File: config.mk
export PLATFORM = sky130hd
export DESIGN_NAME = ulc_top
export DESIGN_NICKNAME = d
export VERILOG_FILES = /design/src/hdl/ulc_pkg.sv /design/src/hdl/ulc_frame_gate.sv /design/src/hdl/ulc_top.sv
export SDC_FILE = /design/constraint.sdc
export NUM_CORES = 1
export LEC_CHECK = 0
export ABC_AREA = 0
export ABC_CLOCK_PERIOD_IN_PS = 2300
export BUFFER_PORTS_ARGS = -buffer_cell sky130_fd_sc_hd__buf_2
export CAP_MARGIN = 5
export CORE_MARGIN = 10
export CORE_UTILIZATION = 50
export CTS_CLUSTER_DIAMETER = 80
export DETAILED_ROUTE_END_ITERATION = 6
export HOLD_SLACK_MARGIN = 0.12
export PLACE_DENSITY = 0.72
export SYNTH_ARGS = -nofsm -noshare
export SYNTH_HDL_FRONTEND = slang
export SYNTH_SLANG_ARGS = --single-unit
File: constraint.sdc
create_clock -name CLK_IN -period 2.3 [get_ports CLK_IN]
set_input_delay 0.23 -clock CLK_IN [delete_from_list [all_inputs] [get_ports CLK_IN]]
set_output_delay 0.23 -clock CLK_IN [all_outputs]
set_load 0.02 [all_outputs]
File: src/hdl/ulc_pkg.sv
package ulc_pkg;

   // Register byte addresses
   localparam logic [11:0] ADDR_LIST_CTRL  = 12'h000;
   localparam logic [11:0] ADDR_CMD_STATE  = 12'h004;
   localparam logic [11:0] ADDR_BULK_PTR   = 12'h008;
   localparam logic [11:0] ADDR_CTRL_PTR   = 12'h00c;
   localparam logic [11:0] ADDR_INT_STATUS = 12'h010;
   localparam logic [11:0] ADDR_INT_MASK   = 12'h014;

   // List control fields
   localparam int RATIO_LSB   = 0;
   localparam int PERIODIC_B  = 2;
   localparam int ISO_B       = 3;
   localparam int FSTATE_LSB  = 6;

   // Command and state fields
   localparam int SOFT_RST_B  = 0;
   localparam int CTRL_FILL_B = 1;
   localparam int BULK_FILL_B = 2;
   localparam int OWN_REQ_B   = 3;
   localparam int OVR_CNT_LSB = 16;

   // Interrupt status bits
   localparam int IRQ_OVERRUN_B  = 0;
   localparam int IRQ_RST_DONE_B = 1;
   localparam int IRQ_W          = 2;

   // Software reset sequence length
   localparam int          SOFT_RST_TIME_NS = 200;
   localparam int          CLK_PERIOD_NS    = 40;
   localparam logic [3:0]  SOFT_RST_CYCLES  =
      4'((SOFT_RST_TIME_NS + CLK_PERIOD_NS - 1) / CLK_PERIOD_NS);

   // Reset value and bus transfer type
   localparam logic [31:0] ZERO_WORD = 32'h0000_0000;
   localparam logic [1:0]  HTRANS_NONSEQ = 2'h2;

   // Functional states
   typedef enum logic [1:0]
   {
      FS_USB_RESET   = 2'h0,
      FS_USB_RESUME  = 2'h1,
      FS_USB_OPER    = 2'h2,
      FS_USB_SUSPEND = 2'h3
   } ulc_fstate_type;

   // Scheduler-facing enables and control per bulk count, one bundle
   typedef struct packed
   {
      logic       periodic_run;
      logic       iso_run;
      logic [2:0] control_per_bulk;
   } ulc_sched_type;

endpackage : ulc_pkg

File: src/hdl/ulc_frame_gate.sv
`timescale 1ns/10ps
`default_nettype none

// Applies list enables at frame boundaries; sync clear drops them at once
module ulc_frame_gate
(
   // Clock and reset
   input  wire logic clk_in,
   input  wire logic resetn_in,
   input  wire logic sync_clear_in,
   // Frame boundary and requested enables
   input  wire logic frame_start_in,
   input  wire logic periodic_req_in,
   input  wire logic iso_req_in,
   // Enables in force for this frame
   output logic      periodic_run_out,
   output logic      iso_run_out
);

   // Latch new enables only at the next frame start
   always_ff @(posedge clk_in or negedge resetn_in)
   begin
      if (!resetn_in)
      begin
         periodic_run_out <= 1'b0;
         iso_run_out      <= 1'b0;
      end
      else if (sync_clear_in)
      begin
         periodic_run_out <= 1'b0;
         iso_run_out      <= 1'b0;
      end
      else if (frame_start_in)
      begin
         periodic_run_out <= periodic_req_in;
         iso_run_out      <= iso_req_in;
      end
   end

endmodule : ulc_frame_gate

`default_nettype wire

File: src/hdl/ulc_top.sv
// How it works
// Isochronous enable takes effect at the next frame start.
// Clearing periodic enable stops periodic lists from the next frame.
// Setting periodic enable starts periodic lists in the next frame.
// Ratio field bits 1-0 value N gives N+1 control per bulk.
// Two-bit overrun count in bits 17-16 counts every overrun event.
// Ownership request bit 3 is storable; it never raises an interrupt.
// Software sets bulk-filled bit 2 after adding bulk descriptors.
// Bulk start with zero current pointer needs bulk-filled set.
// Hardware clears bulk-filled when it starts bulk processing.
// Software sets control-filled bit 1 after adding control descriptors.
// Control start with zero head pointer needs control-filled set.
// Hardware clears control-filled when it starts control processing.
// Writing 1 to bit 0 starts soft reset into suspend; 0 ignored.
// Software polls reset bit until zero before other accesses.
// Soft reset leaves root hub alone, no downstream USB reset.
// State field bits 7-6; soft reset gives suspend, hard reset gives reset.
// Reset bit clears itself when the soft reset sequence ends.
// Overrun count wraps from three to zero.
`timescale 1ns/10ps
`default_nettype none

module ulc_top
   import ulc_pkg::*;
(
   // Clock and reset
   input  wire logic                 CLK_IN,
   input  wire logic                 RESETN_IN,
   // AHB-Lite slave
   input  wire logic                 HSEL_IN,
   input  wire logic [11:0]          HADDR_IN,
   input  wire logic [1:0]           HTRANS_IN,
   input  wire logic                 HWRITE_IN,
   input  wire logic [2:0]           HSIZE_IN,
   input  wire logic [31:0]          HWDATA_IN,
   input  wire logic                 HREADY_IN,
   output logic      [31:0]          HRDATA_OUT,
   output logic                      HREADYOUT_OUT,
   output logic                      HRESP_OUT,
   // List scheduler events
   input  wire logic                 FRAME_START_IN,
   input  wire logic                 OVERRUN_IN,
   input  wire logic                 CTRL_START_REQ_IN,
   input  wire logic                 BULK_START_REQ_IN,
   // Scheduler controls
   output ulc_pkg::ulc_sched_type    SCHED_OUT,
   output logic                      CTRL_START_OUT,
   output logic                      BULK_START_OUT,
   output logic                      SOFT_RESET_OUT,
   output logic      [1:0]           FSTATE_OUT,
   // Interrupt
   output logic                      IRQ_OUT
);

   // Register state
   logic [1:0]          ratio;
   logic                periodic_en;
   logic                iso_en;
   ulc_fstate_type      fstate;
   logic [1:0]          ovr_cnt;
   logic                own_req;
   logic                bulk_fill;
   logic                ctrl_fill;
   logic                soft_rst;
   logic [3:0]          rst_cnt;
   logic [31:0]         bulk_ptr;
   logic [31:0]         ctrl_ptr;
   logic [IRQ_W-1:0]    int_status;
   logic [IRQ_W-1:0]    int_mask;

   // Address phase capture
   logic                wr_pend;
   logic [11:0]         addr_q;

   // Ratio as a served count
   function automatic logic [2:0] ratio_count(input logic [1:0] r);
      ratio_count = {1'b0, r} + 3'h1;
   endfunction : ratio_count

   function automatic logic hit(input logic [11:0] a, input logic [11:0] b);
      hit = (a == b);
   endfunction : hit

   // Bus decode
   wire  addr_ok     = HSEL_IN && HREADY_IN && (HTRANS_IN == HTRANS_NONSEQ);
   wire  wr_list     = wr_pend && hit(addr_q, ADDR_LIST_CTRL);
   wire  wr_cmd      = wr_pend && hit(addr_q, ADDR_CMD_STATE);
   wire  wr_bptr     = wr_pend && hit(addr_q, ADDR_BULK_PTR);
   wire  wr_cptr     = wr_pend && hit(addr_q, ADDR_CTRL_PTR);
   wire  wr_mask     = wr_pend && hit(addr_q, ADDR_INT_MASK);
   wire  rd_status   = addr_ok && !HWRITE_IN && hit(HADDR_IN, ADDR_INT_STATUS);

   // List start arbitration with filled flags
   wire  start_ok    = !soft_rst;                         // No start, no flag use in soft reset
   wire  ctrl_work   = (ctrl_ptr != ZERO_WORD) || ctrl_fill;
   wire  bulk_work   = (bulk_ptr != ZERO_WORD) || bulk_fill;
   wire  ctrl_go     = CTRL_START_REQ_IN && ctrl_work && start_ok;
   wire  bulk_go     = BULK_START_REQ_IN && bulk_work && start_ok;
   wire  soft_start  = wr_cmd && HWDATA_IN[SOFT_RST_B] && !soft_rst;
   wire  soft_done   = soft_rst && (rst_cnt == 4'h1);
   wire  [1:0] ovr_inc = ovr_cnt + 2'h1;

   // Read data mux
   logic [31:0] rd_word;
   always_comb
   begin
      rd_word = ZERO_WORD;
      unique case (HADDR_IN)
         ADDR_LIST_CTRL:
         begin
            rd_word[RATIO_LSB +: 2]  = ratio;
            rd_word[PERIODIC_B]      = periodic_en;
            rd_word[ISO_B]           = iso_en;
            rd_word[FSTATE_LSB +: 2] = fstate;
         end
         ADDR_CMD_STATE:
         begin
            rd_word[SOFT_RST_B]       = soft_rst;
            rd_word[CTRL_FILL_B]      = ctrl_fill;
            rd_word[BULK_FILL_B]      = bulk_fill;
            rd_word[OWN_REQ_B]        = own_req;
            rd_word[OVR_CNT_LSB +: 2] = ovr_cnt;
         end
         ADDR_BULK_PTR:   rd_word = bulk_ptr;
         ADDR_CTRL_PTR:   rd_word = ctrl_ptr;
         ADDR_INT_STATUS: rd_word[IRQ_W-1:0] = int_status;
         ADDR_INT_MASK:   rd_word[IRQ_W-1:0] = int_mask;
         default:         rd_word = ZERO_WORD;
      endcase
   end

   // Bus phase tracking, zero wait state
   always_ff @(posedge CLK_IN or negedge RESETN_IN)
   begin
      if (!RESETN_IN)
      begin
         wr_pend    <= 1'b0;
         addr_q     <= 12'h000;
         HRDATA_OUT <= ZERO_WORD;
      end
      else
      begin
         wr_pend <= addr_ok && HWRITE_IN;
         addr_q  <= HADDR_IN;
         if (addr_ok && !HWRITE_IN)
            HRDATA_OUT <= rd_word;
      end
   end

   // Fixed bus answer
   always_ff @(posedge CLK_IN or negedge RESETN_IN)
   begin
      if (!RESETN_IN)
      begin
         HREADYOUT_OUT <= 1'b0;
         HRESP_OUT     <= 1'b0;
      end
      else
      begin
         HREADYOUT_OUT <= 1'b1;
         HRESP_OUT     <= 1'b0;
      end
   end

   // List control register
   always_ff @(posedge CLK_IN or negedge RESETN_IN)
   begin
      if (!RESETN_IN)
      begin
         ratio       <= 2'h0;
         periodic_en <= 1'b0;
         iso_en      <= 1'b0;
         fstate      <= FS_USB_RESET;
      end
      else if (soft_start)
      begin
         ratio       <= 2'h0;
         periodic_en <= 1'b0;
         iso_en      <= 1'b0;
         fstate      <= FS_USB_SUSPEND;
      end
      else if (wr_list && !soft_rst)
      begin
         ratio       <= HWDATA_IN[RATIO_LSB +: 2];
         periodic_en <= HWDATA_IN[PERIODIC_B];
         iso_en      <= HWDATA_IN[ISO_B];
         fstate      <= ulc_fstate_type'(HWDATA_IN[FSTATE_LSB +: 2]);
      end
   end

   // Command flags; hardware clears fill flags on start, software sets
   always_ff @(posedge CLK_IN or negedge RESETN_IN)
   begin
      if (!RESETN_IN)
      begin
         own_req   <= 1'b0;
         bulk_fill <= 1'b0;
         ctrl_fill <= 1'b0;
      end
      else if (soft_start)
      begin
         own_req   <= 1'b0;
         bulk_fill <= 1'b0;
         ctrl_fill <= 1'b0;
      end
      else
      begin
         if (wr_cmd && HWDATA_IN[OWN_REQ_B])
            own_req <= 1'b1;
         if (wr_cmd && HWDATA_IN[BULK_FILL_B])
            bulk_fill <= 1'b1;
         else if (bulk_go)
            bulk_fill <= 1'b0;
         if (wr_cmd && HWDATA_IN[CTRL_FILL_B])
            ctrl_fill <= 1'b1;
         else if (ctrl_go)
            ctrl_fill <= 1'b0;
      end
   end

   // Overrun counter, counts regardless of pending interrupt
   always_ff @(posedge CLK_IN or negedge RESETN_IN)
   begin
      if (!RESETN_IN)
         ovr_cnt <= 2'h0;
      else if (soft_start)
         ovr_cnt <= 2'h0;
      else if (OVERRUN_IN)
         ovr_cnt <= ovr_inc;
   end

   // Soft reset sequencer; root hub is not touched
   always_ff @(posedge CLK_IN or negedge RESETN_IN)
   begin
      if (!RESETN_IN)
      begin
         soft_rst <= 1'b0;
         rst_cnt  <= 4'h0;
      end
      else if (soft_start)
      begin
         soft_rst <= 1'b1;
         rst_cnt  <= SOFT_RST_CYCLES;
      end
      else if (soft_done)
      begin
         soft_rst <= 1'b0;
         rst_cnt  <= 4'h0;
      end
      else if (soft_rst)
         rst_cnt <= rst_cnt - 4'h1;
   end

   // Descriptor pointers
   always_ff @(posedge CLK_IN or negedge RESETN_IN)
   begin
      if (!RESETN_IN)
      begin
         bulk_ptr <= ZERO_WORD;
         ctrl_ptr <= ZERO_WORD;
      end
      else if (soft_start)
      begin
         bulk_ptr <= ZERO_WORD;
         ctrl_ptr <= ZERO_WORD;
      end
      else
      begin
         if (wr_bptr && !soft_rst)
            bulk_ptr <= HWDATA_IN;
         if (wr_cptr && !soft_rst)
            ctrl_ptr <= HWDATA_IN;
      end
   end

   // Interrupt status: set wins over read clear; no ownership event
   logic [IRQ_W-1:0] int_set;
   assign int_set[IRQ_OVERRUN_B]  = OVERRUN_IN;
   assign int_set[IRQ_RST_DONE_B] = soft_done;
   always_ff @(posedge CLK_IN or negedge RESETN_IN)
   begin
      if (!RESETN_IN)
      begin
         int_status <= '0;
         int_mask   <= '0;
      end
      else
      begin
         int_status <= (rd_status ? '0 : int_status) | int_set;
         if (wr_mask)
            int_mask <= HWDATA_IN[IRQ_W-1:0];
      end
   end

   // Frame-aligned enables
   logic periodic_run;
   logic iso_run;
   ulc_frame_gate u_frame_gate
   (
      .clk_in           (CLK_IN),
      .resetn_in        (RESETN_IN),
      .sync_clear_in    (soft_rst),
      .frame_start_in   (FRAME_START_IN),
      .periodic_req_in  (periodic_en),
      .iso_req_in       (iso_en),
      .periodic_run_out (periodic_run),
      .iso_run_out      (iso_run)
   );

   // Registered outputs to scheduler
   always_ff @(posedge CLK_IN or negedge RESETN_IN)
   begin
      if (!RESETN_IN)
      begin
         SCHED_OUT      <= '0;
         CTRL_START_OUT <= 1'b0;
         BULK_START_OUT <= 1'b0;
         SOFT_RESET_OUT <= 1'b0;
         FSTATE_OUT     <= FS_USB_RESET;
         IRQ_OUT        <= 1'b0;
      end
      else
      begin
         SCHED_OUT.periodic_run     <= periodic_run;
         SCHED_OUT.iso_run          <= iso_run;
         SCHED_OUT.control_per_bulk <= ratio_count(ratio);
         CTRL_START_OUT <= ctrl_go && !soft_rst;
         BULK_START_OUT <= bulk_go && !soft_rst;
         SOFT_RESET_OUT <= soft_rst;
         FSTATE_OUT     <= fstate;
         IRQ_OUT        <= |(int_status & int_mask);
      end
   end

endmodule : ulc_top

`default_nettype wire

Word level (Yosys, flattened, before mapping):

Index checks and enable logic that the tools add are counted.
Widths: inputs -> output; s select.

* register bits after elaboration: 143
* input bits: 58
* word-level logic and storage cells: 127

* add/subtract/negate cells: 3
* equality and inequality tests: 11
* mux-type cells: 39
* bitwise gates (word level): 2
* reduce and logical (&&, ||, !) cells: 44

Operator list (number)
* $mux 32: 4
* $reduce_bool 32->1: 2
* $eq 12x4->1 const B: 4
* $eq 12x5->1 const B: 3
* $pmux 14 s2: 1
* $logic_and 1x1->1: 25
* $eq 12x3->1 const B: 2
* $logic_not 12->1: 2
* $mux 1: 18
* $pmux 8 s2: 1
* $mux 2: 7
* $reduce_bool 2->1: 7
* $mux 4: 3
* $pmux 2 s3: 2
* $pmux 2 s6: 1
* $reduce_bool 3->1: 3
* $pmux 2 s4: 1
* $eq 4x1->1 const B: 1
* $pmux 2 s2: 1
* $sub 4x1->4 const B: 1
* $add 2x1->3 const B: 1
* $add 2x1->2 const B: 1
* $and 2x2->2: 1
* $eq 2x2->1 const B: 1
* 4 further kinds: 6

Depth between registers and ports, before layout:

Gate-level depths: netlist of the first run.

* depth in word-level cells: 7
* mapped depth: 7

By module:

Synthesis of the first run repeated with hierarchy kept, for this count alone.

* cell total of the unflattened synthesis: 656
* area, all modules: 6517.5 um^2

Modules (own cells, without submodules)
* ulc_top: times used 1, cells each 650, area each 6439.9 um^2, seq. area each 3528.4 um^2
* ulc_frame_gate: times used 1, cells each 6, area each 77.6 um^2, seq. area each 50.0 um^2

Least setup slack after synthesis of the first run:

Ideal clock, no wire load.

* path type: flip-flop to flip-flop
* from: reg addr_q[9]
* to: reg bulk_ptr[10]
* setup time: 0.132 ns
* data arrival time: 1.998 ns
* required time: 2.168 ns
* setup slack: 0.170 ns
* cell stages (with the launch flop): 8
* path buffers: 3
* period minus slack after synthesis: 2.130 ns
* cells stage by stage: dfrtp_1 or4_4 buf_6 or4_4 buf_6 buf_12 mux2i_1 nor2_1

* word-level cells in the longest chain between the ends: 5
* elaborated cells between the ends (all ways): 9
* classes of those cells: eq/ne (2); mux (1); reduce/logical (6)

RTL lines
* start: declaration: line ulc_top.sv:73 `logic [11:0] addr_q;`
* start signal: assignment: line ulc_top.sv:138 `addr_q <= 12'h000;`
* start signal: assignment: line ulc_top.sv:144 `addr_q <= HADDR_IN;`
* $eq 12x3->1: line ulc_top.sv:81 `hit = (a == b);`
* $logic_and 1x1->1: line ulc_top.sv:87 `wire wr_cmd = wr_pend && hit(addr_q, ADDR_CMD_STATE);`
* $logic_and 1x1->1 (2 in series): line ulc_top.sv:99 `wire soft_start = wr_cmd && HWDATA_IN[SOFT_RST_B] && !soft_rst;`
* $mux 32 or $reduce_bool 2->1 (tied branches)
* end signal: assignment: line ulc_top.sv:259 `bulk_ptr <= ZERO_WORD;`
* end signal: assignment: line ulc_top.sv:264 `bulk_ptr <= ZERO_WORD;`
* end signal: assignment: line ulc_top.sv:270 `bulk_ptr <= HWDATA_IN;`
* end: declaration: line ulc_top.sv:66 `logic [31:0] bulk_ptr;`

Parallel ways exist; a longest one is shown, timed or not.
A chain may end at the register's enable or synchronous reset.

Worst setup path after layout of the first run:

* from: reg addr_q[9]
* to: reg bulk_ptr[24]

Same word-level chain as after synthesis.

==> results of run 1 <==
## cells in the mapped netlist (all sizes together) (3+ instances only)
| master | count |
|---|---|
| or3b | 3 |
| mux2 | 6 |
| nor4 | 22 |
| clkbuf | 17 |
| or4 | 5 |
| a22o | 3 |
| dfrtp | 143 |
| a31oi | 4 |
| a22oi | 4 |
| inv | 9 |
| nand2 | 13 |
| mux2i | 74 |
| nor3 | 3 |
| o21ai | 8 |
| nand4 | 4 |
| a21oi | 10 |
| nand3b | 3 |
| a221oi | 24 |
| buf | 18 |
| ha | 3 |
| nor2b | 7 |
| or3 | 5 |
| nor2 | 132 |
## metrics by stage
stage,instance area [sq um],util (%),power [mW],cells,hold WS [ps]
floorplan,6220,-,3.16,544,-65.6
global placement,6940,57.3,3.44,793,169
detailed placement,6940,57.3,3.47,793,182
CTS,8000,66.1,6.23,873,127
global route,8010,66.1,6.42,874,152
finish,8010,66.1,6.18,874,137
## power groups by stage
stage / clock network (mW) / logic (mW) / registers (mW)
CTS: 2.74 / 0.707 / 2.79
global placement: 0 / 0.624 / 2.82
global route: 2.84 / 0.769 / 2.81
floorplan: 0 / 0.217 / 2.94
finish: 2.70 / 0.698 / 2.79
detailed placement: 0 / 0.640 / 2.83
## area by class of cell
| class | instances | share of cell area (%) |
|---|---|---|
| clock inverters | 6 | 1.00 |
| clock buffers | 26 | 6.23 |
| flip-flops and latches | 143 | 44.7 |
| well taps | 168 | 2.62 |
| multi-input cells | 357 | 30.0 |
| diodes | 1 | 0.0312 |
| inverters | 9 | 0.422 |
| repair buffers | 164 | 15.0 |
## tightest hold or removal path: stages
cell and delay [ps]:
buf_2 130, a21oi_1 80, nor2_1 80
## registers in the layout, summed over array words and instances (netlist names), 2 cells and up
| name | flops |
|---|---|
| FSTATE_OUT | 2 |
| HRDATA_OUT | 32 |
| SCHED_OUT | 5 |
| fstate | 2 |
| rst_cnt | 4 |
| int_status | 2 |
| bulk_ptr | 32 |
| int_mask | 2 |
| ovr_cnt | 2 |
| addr_q | 12 |
| ratio | 2 |
| ctrl_ptr | 32 |
## routing by layer
| metal | part of all wire [%] | routed length (um) |
|---|---|---|
| met5 | 0 | 0 |
| met4 | 2.0 | 329 |
| met3 | 4.7 | 782 |
| met2 | 50 | 8320 |
| met1 | 43 | 7180 |
## cell usage in the layout (no fill, tap or decap), types with 4 or more instances in the layout
cell type	count
buf_12	7
clkbuf_8	4
or3_1	5
clkbuf_16	17
nor2_1	131
o21ai_0	7
clkinv_2	4
nor4_4	4
mux2_2	6
clkbuf_1	5
a22oi_1	4
nand4_1	4
inv_1	9
dfrtp_1	143
a221oi_1	24
a31oi_1	4
nor2b_1	7
buf_4	11
dlygate4sd3_1	48
mux2i_1	74
a21oi_1	10
buf_2	97
nor4_1	17
nand2_1	13
## worst max path at each step
| stage | endpoint | depth (start not counted) |
|---|---|---|
| finish | bulk_ptr[24] | 5 |
| global route | bulk_ptr[24] | 5 |
| CTS | bulk_ptr[24] | 5 |
| detailed placement | bulk_ptr[8] | 5 |
| global placement | bulk_ptr[19] | 5 |
| floorplan | bulk_ptr[10] | 7 |
## logic make-up (layout without fill, tap and decap cells)
family,count (synthesis),in the layout
AOI/OAI and AO/OA,62,62
DFF,143,143
buffers and inverters,44,205
adders and majority gates,3,3
and+or+nand+nor,206,206
xor gates and xnor gates,2,2
muxes,82,82
other,2,3
## timing repair
action,CTS,global route
hold buffers,48,0
setup endpoints to repair,0,1
resized for setup,0,1
hold endpoints to repair,118,0
==> impl_metrics.yaml, run 1 <==
finish:
  drive_gt1_share_pct: 23.4
  fillers: 938
  area_growth_pct: 28.8
  nets: 753
  seq_area_sq_um: 3580
  multi_input_area_sq_um: 2410
floorplanning:
  io_pins: 103
  coreArea_sq_um: 12100
  start_util_pct: 51.4
  die_x_um: 132
  fp-row-count: 40
  fp.dieH_um: 132
  dieArea_sq_um: 17300
pwr:
  p_leak_nw: 3.98
  internal-power_mw: 4.68
  clkPwrFrac_pct: 43.7
  power_frac_seq_pct: 45.0
  p_comb_share_pct: 11.3
  swShare_pct: 24.4
  p_per_area_nw_per_um2: 772
  switchingPower_mw: 1.51
  ir_drop_v: 0.000557
worst_hold_path:
  hp-start: "HWDATA_IN[3]"
  hold_class: "in -> reg"
  hold_path_depth: 3
  worstHoldEndpoint: "own_req"
critical_path:
  cpPeakStageDelay_ps: 610
  end_kind: "flop"
  r2r-end: "bulk_ptr[24]"
  critPathLaunch: "addr_q[9]"
  critPathArrivalTime_ps: 2450
  start_kind: "flop"
  r2r_start: "addr_q[9]"
  worst-setup-path-type: "reg -> reg"
  path_max_fanout: 32
  path_delay_family: "simple AND/OR/NAND/NOR gates"
  cp_common_cell: "or4_4"
  crit_required_ps: 2600
  rrSetupSlack_ps: 150
  crit_slowest_cell: "or4_4"
  path_cells: "or4_4 > or4_4 > buf_12 > mux2i_1 > nor2_1"
  path_buf_inv: 1
  ff2ff_path_depth: 5
timing:
  setup_viol: 0
  slew_violations: 0
  max_clock_freq_mhz: 466
  timing.final.ws_setup_ps: 153
  tightest_slew_ps: 607
  min_period_over_period_pct: 93.4
  relSlewSlack_pct: 59.2
  hold_viol_final: 0
  fin_tns_setup_ps: 0
  rsz0062_at_grt: "no"
  clock_skew_ps: 7.40
  fin_crit_ps: 2150
place:
  port_buffers: 98
  post-place-ws_ps: 176
  hpwl_um: 11200
  gp_congestion: 0.838
synth:
  yosys.area_share.xor_xnor_pct: 0.282
  synth_top_area_share_pct: 57.5
  synthArstFlopShare_pct: 100
  synth_top_family_by_area: "simple AND/OR/NAND/NOR gates"
  synth-compound-area-share_pct: 7.34
  postSynthCellCount: 544
  synthTopCellsByArea: "dfrtp_1 58%, mux2i_1 12%, nor2_1 8.0%"
  synth_edf_count: 0
  synthesis.nets: 605
  synth_cell_type_count: 50
  synth_top_cell_by_area: "dfrtp_1"
  synthAdderAreaFrac_pct: 0.603
  ys.flop_type: "dfrtp_1"
  synth_sequential_area_ratio_pct: 57.5
  ys_warn_count: 0
  synth.area.mux_share_pct: 13.7
  synth-simple-area-share_pct: 16.3
  ys_ff_latch: 143
  synth.cell_area_sq_um: 6220
  syn_avg_cell_area_sq_um: 11.4
cts:
  numCtsBuffers: 17
  cts.sinks: 143
  htree_levels: 4
  clk_path_buf_depth: 2
  cts_root_buf: "clkbuf_16"
  clk_latency_ps: 420
  cts_tree: "yes"
  clk_pin_slew_worst_paths_ps: 50
  postCtsSetupRepairBufs: 0
global_routing:
  grt_pass1_vias: 5113
  use_met1_pct: 25.4
  grt_use_met2_pct: 31.9
  grt_pass1_wl_um: 27900
  gr-max-usage-layer: "met2"
  grt_remaining_overflow: 0
  grt_use_met3_pct: 4.50
  grtUsageTotal_pct: 19.9
  antenna_found_initial: 1
  grt_max_degree: 58
route:
  drc: 0
  routed_wl_um: 16600
  vias: 4804
  avgRoutedWirePerCell_um: 19.0
  vias_per_cell: 5.50
  drtIter0Drc: 432
  drt-pass1-iter-count: 5
  antenna_left: 0
status:
  status: "finished, final reports clean"
run:
  drv_cap: 0
(Power assumes the default switching activity.)
==> run 2, diff against run 1 <==
--- a/config.mk
+++ b/config.mk
@@ -10,11 +10,10 @@
 export BUFFER_PORTS_ARGS = -buffer_cell sky130_fd_sc_hd__buf_2
 export CAP_MARGIN = 5
 export CORE_MARGIN = 10
-export CORE_UTILIZATION = 50
+export CORE_UTILIZATION = 39
 export CTS_CLUSTER_DIAMETER = 80
 export DETAILED_ROUTE_END_ITERATION = 6
 export HOLD_SLACK_MARGIN = 0.12
-export PLACE_DENSITY = 0.72
 export SYNTH_ARGS = -nofsm -noshare
 export SYNTH_HDL_FRONTEND = slang
 export SYNTH_SLANG_ARGS = --single-unit
==> run 2 against run 1 <==
Compared with the run above: critical path depth unchanged; hold slack improved by 5.8 ps; via count decreased by 0.52%; first-iteration DRC count decreased by 23%; final area increased by 2.4%; sequential cell count unchanged; setup slack got worse by 29 ps; utilization decreased by 14 points; largest cell class unchanged; highest routed layer unchanged.
==> impl_metrics.yaml, run 2 (synthesis gave the netlist of run 1 again) <==
status:
  status: "finished, final reports clean"
critical_path:
  r2r_start: "addr_q[9]"
  critPathLaunch: "addr_q[9]"
  ff2ff_path_depth: 5
  rrSetupSlack_ps: 120
  path_max_fanout: 32
  crit_end: "bulk_ptr[25]"
  r2r-end: "bulk_ptr[25]"
  worst-setup-path-type: "reg -> reg"
  crit_required_ps: 2610
  critPathArrivalTime_ps: 2480
  start_kind: "flop"
  end_kind: "flop"
finish:
  nets: 754
  area_growth_pct: 31.8
  drive_gt1_share_pct: 24.1
  final_area_sq_um: 8200
  fin_cells: 923
  mostFrequentLayoutCells: "143 x dfrtp_1, 131 x nor2_1, 97 x buf_2"
  final_common_cell: "dfrtp_1"
  fillers: 1388
  largest_registers: "HRDATA_OUT x32, bulk_ptr x32, ctrl_ptr x32"
place:
  placed_cells: 843
  gp_congestion: 0.799
  port_buffers: 98
  place_area_sq_um: 7020
  hpwl_um: 11700
route:
  drtIter0Drc: 334
  vias_per_cell: 5.18
  drc: 0
  routed_wl_um: 17100
  drt-pass1-iter-count: 4
  antenna_left: 0
  vias: 4779
  avgRoutedWirePerCell_um: 18.5
cts:
  cts.sinks: 143
  cts_tree: "yes"
  numCtsBuffers: 17
  cts_resized: 0
  clk_path_buf_depth: 2
  clk_pin_slew_worst_paths_ps: 60
  clk_latency_ps: 420
  cts_root_buf: "clkbuf_16"
  htree_levels: 4
timing:
  max_clock_freq_mhz: 460
  min_period_over_period_pct: 94.6
  rsz0062_at_grt: "no"
  fin_tns_setup_ps: 0
  clock_skew_ps: 9.90
  fin_crit_ps: 2180
  hold_viol_final: 0
  slew_violations: 0
  setup_viol: 0
  tightest_slew_ps: 544
  relSlewSlack_pct: 63.4
floorplanning:
  io_pins: 103
  coreArea_sq_um: 15800
  dieArea_sq_um: 21400
  die_x_um: 146
  fp-row-count: 46
  fp.dieH_um: 146
  start_util_pct: 39.4
pwr:
  ir_drop_v: 0.000502
  swShare_pct: 22.9
  p_total_mw: 6.73
  power_frac_seq_pct: 41.4
  clkPwrFrac_pct: 48.3
  internal-power_mw: 5.18
  p_per_area_nw_per_um2: 820
  p_leak_nw: 4.04
  switchingPower_mw: 1.54
  p_comb_share_pct: 10.3
global_routing:
  grt_pass1_vias: 5123
  grt_use_met3_pct: 4.67
  grt_pass1_wl_um: 28200
  grtUsageTotal_pct: 16.3
  grt_use_met2_pct: 26.2
  use_met1_pct: 21.1
  grt_max_degree: 64
  antenna_found_initial: 0
  gr-max-usage-layer: "met2"
  grt_remaining_overflow: 0
run:
  drv_cap: 0
worst_hold_path:
  hold_class: "in -> reg"
-- run 2: cell types whose count changed in the layout (fill, tap and decap cells not counted), sizes merged --
cell | before | now
clkbuf | 26 | 24
dlygate4sd3 | 48 | 47
buf | 116 | 118
bufinv | 2 | 6
clkinv | 4 | 2
-- run 2: how the worst min path moves through the flow --
stage | start | end | slack [ps] | cells after the start
global placement | RESETN_IN | ctrl_ptr[26] | 170 | 1
detailed placement | RESETN_IN | ctrl_ptr[26] | 180 | 1
finish | HWDATA_IN[1] | int_mask[1] | 140 | 2
floorplan | RESETN_IN | BULK_START_OUT | -70 | 0
global route | HWDATA_IN[1] | int_mask[1] | 120 | 2
CTS | HWDATA_IN[1] | int_mask[1] | 120 | 2
-- run 2: layout make-up --
type	count	area [sq um]	area share, %
sequential	143	3580	43.6
multi-input combinational	357	2400	29.3
timing repair buffer	165	1200	14.7
clock buffer	24	512	6.24
tap	216	270	3.30
clock inverter	8	198	2.41
inverter	9	33.8	0.412
antenna	1	2.50	0.0305
-- run 2: critical path: stages, from the launching register on --
cell and delay (ps):
dfrtp_1 360, or4_4 610, or4_4 580, buf_12 190, mux2i_1 210, nor2_1 60
-- run 2: what timing repair did --
action | 4_1_cts | 5_1_grt
endpoints found under the hold margin | 123 | 0
setup buffers | 0 | 0
hold buffers | 47 | 0
-- run 2: power by group through the flow --
stage / Combinational (mW) / Sequential (mW) / Clock, mW
2_1_floorplan: 0.217 / 2.94 / 0
3_3_place_gp: 0.633 / 2.82 / 0
3_5_place_dp: 0.641 / 2.83 / 0
4_1_cts: 0.707 / 2.79 / 3.29
5_1_grt: 0.772 / 2.81 / 3.43
6_report: 0.692 / 2.79 / 3.25
-- run 2: layer usage --
metal | share of wire, % | wire length, um
met2 | 49 | 8340
met4 | 1.2 | 203
met3 | 4.8 | 825
met5 | 0 | 0
met1 | 45 | 7710
-- run 2: stage by stage --
step / utilization (%) / hold WS [ps] / setup WS [ps]
2_1_floorplan: - / -65.6 / 170
3_3_place_gp: 44.5 / 174 / 202
3_5_place_dp: 44.5 / 180 / 153
4_1_cts: 52.0 / 123 / 142
5_1_grt: 52.0 / 124 / 69.3
6_report: 52.0 / 143 / 124
==> run 3, diff against run 2 <==
--- a/config.mk
+++ b/config.mk
@@ -8,12 +8,13 @@
 export ABC_AREA = 0
 export ABC_CLOCK_PERIOD_IN_PS = 2300
 export BUFFER_PORTS_ARGS = -buffer_cell sky130_fd_sc_hd__buf_2
-export CAP_MARGIN = 5
+export CAP_MARGIN = 20
 export CORE_MARGIN = 10
-export CORE_UTILIZATION = 39
+export CORE_UTILIZATION = 47
 export CTS_CLUSTER_DIAMETER = 80
 export DETAILED_ROUTE_END_ITERATION = 6
 export HOLD_SLACK_MARGIN = 0.12
+export PLACE_DENSITY = 0.68
 export SYNTH_ARGS = -nofsm -noshare
 export SYNTH_HDL_FRONTEND = slang
 export SYNTH_SLANG_ARGS = --single-unit
==> run 3 against run 2 <==
Compared with the run above: final area fell by 1.4%; hold slack got worse by 6.9 ps; critical endpoint is now HRDATA_OUT[7]; total power fell by 3.9%; global-route usage rose by 2.9 points; routed wire length fell by 2.1%; critical path type is now in -> reg; setup slack improved by 36 ps; first-iteration DRC count rose by 5.4%; die area fell by 15%; utilization rose by 11 points; non-clock buffer count fell by 1.
==> impl_metrics.yaml, run 3 (synthesis gave the netlist of run 1 again) <==
status:
  status: "finished, final reports clean"
critical_path:
  path_buf_inv: 2
  cpPeakStageDelay_ps: 650
  path_cells: "dlygate4sd3_1 > buf_2 > or4_1 > nor3_1 > nand3b_1 > o21ai_0"
  crit_required_ps: 2630
  path_max_fanout: 6
  start_kind: "primary input"
  critPathArrivalTime_ps: 2470
  end_kind: "flop"
  crit_slowest_cell: "or4_1"
  worst-setup-path-type: "in -> reg"
  path_delay_family: "simple AND/OR/NAND/NOR gates"
timing:
  setup_viol: 0
  fin_crit_ps: 2140
  min_period_over_period_pct: 93.0
  tightest_slew_ps: 546
  max_clock_freq_mhz: 467
  relSlewSlack_pct: 63.6
  rsz0062_at_grt: "no"
  clock_skew_ps: 11.3
  holdWs_ps: 136
  slew_violations: 0
  hold_viol_final: 0
  fin_tns_setup_ps: 0
pwr:
  ir_drop_v: 0.000425
  p_leak_nw: 4.01
  p_per_area_nw_per_um2: 799
finish:
  largest_registers: "HRDATA_OUT x32, bulk_ptr x32, ctrl_ptr x32"
  mostFrequentLayoutCells: "143 x dfrtp_1, 131 x nor2_1, 97 x buf_2"
  area_growth_pct: 29.9
  drive_gt1_share_pct: 24.1
  fin_cells: 878
  final_common_cell: "dfrtp_1"
  fillers: 983
  nets: 753
  fin_util_pct: 63.3
run:
  drv_cap: 0
worst_hold_path:
  hold_class: "in -> reg"
global_routing:
  antenna_found_initial: 2
  grt_remaining_overflow: 0
  grt_max_degree: 57
  grt_pass1_vias: 5160
  grt_pass1_wl_um: 27700
  grtUsageTotal_pct: 19.2
cts:
  clk_path_buf_depth: 2
  cts_resized: 0
  cts_tree: "yes"
  cts.sinks: 143
  clk_pin_slew_worst_paths_ps: 60
  htree_levels: 4
  clk_latency_ps: 430
  cts_root_buf: "clkbuf_16"
  numCtsBuffers: 17
route:
  avgRoutedWirePerCell_um: 19.0
  vias: 4803
  drc: 0
  drt-pass1-iter-count: 5
  routed_wl_um: 16700
  drtIter0Drc: 352
  vias_per_cell: 5.47
  antenna_left: 0
floorplanning:
  coreArea_sq_um: 12800
  die_x_um: 135
  io_pins: 103
  fp-row-count: 41
  dieArea_sq_um: 18200
  start_util_pct: 48.7
  fp.dieH_um: 135
place:
  hpwl_um: 11300
  gp_congestion: 0.848
  placed_cells: 799
  port_buffers: 98
[run 3: repair_timing]
item | in CTS | in global routing
endpoints found under the setup margin | 0 | 0
hold buffers | 46 | 0
hold endpoints to repair | 129 | 0
buffers inserted | 0 | 0
[run 3: area by class of cell]
cell class | instances | area (sq um) | share of cell area, %
repair buffers | 164 | 1210 | 14.9
flip-flops and latches | 143 | 3580 | 44.3
inverters | 9 | 33.8 | 0.418
diodes | 2 | 5.00 | 0.0619
clock buffers | 19 | 453 | 5.60
multi-input cells | 357 | 2400 | 29.7
clock inverters | 12 | 190 | 2.35
well taps | 172 | 215 | 2.66
[run 3: path summary, 6_finish.rpt]
path                                               start             to  slack [ps]  cells after the start
setup / recovery                            HADDR_IN[10]  HRDATA_OUT[7]         160                      6
hold / removal                              HWDATA_IN[3]        own_req         140                      3
setup reg to reg                               addr_q[9]   bulk_ptr[17]         160                      5
hold reg to reg            u_frame_gate.periodic_run_out   SCHED_OUT[4]         390                      0
max in group asynchronous                      RESETN_IN        IRQ_OUT        1260                      3
min in group asynchronous                      RESETN_IN   SCHED_OUT[4]         330                      2
[run 3: metrics by stage]
step / power, mW / instance area (sq um) / worst slack (ps)
floorplan: 3.16 / 6220 / 170
global placement: 3.45 / 6980 / 206
detailed placement: 3.47 / 6980 / 175
CTS: 6.51 / 8080 / 151
global route: 6.73 / 8080 / 1.35
finish: 6.46 / 8080 / 160
[run 3: where the power goes]
group / total (mW) / switching, mW / leakage [nW] / internal [mW]
Sequential: 2.79 / 0.104 / 1.80 / 2.68
Clock: 2.98 / 1.02 / 0.314 / 1.96
Combinational: 0.694 / 0.408 / 1.90 / 0.286
Total: 6.46 / 1.53 / 4.01 / 4.93
[run 3: worst reg2reg max path, stage by stage (launching register included)]
cell	delay, ps
dfrtp_1	360
or4_4	610
or4_4	630
buf_12	200
mux2i_1	170
nor2_1	60
[run 3: routing by layer]
| layer | wire [um] | vias up | GRT usage (%) | part of all wire (%) |
|---|---|---|---|---|
| met1 | 7130 | 2400 | 24.3 | 43 |
| met4 | 272 | 0 | 7.54 | 1.6 |
| li1 | - | 2221 | - | - |
| met5 | 0 | - | 0 | 0 |
| met2 | 8170 | 157 | 30.7 | 49 |
| met3 | 1130 | 25 | 5.08 | 6.8 |
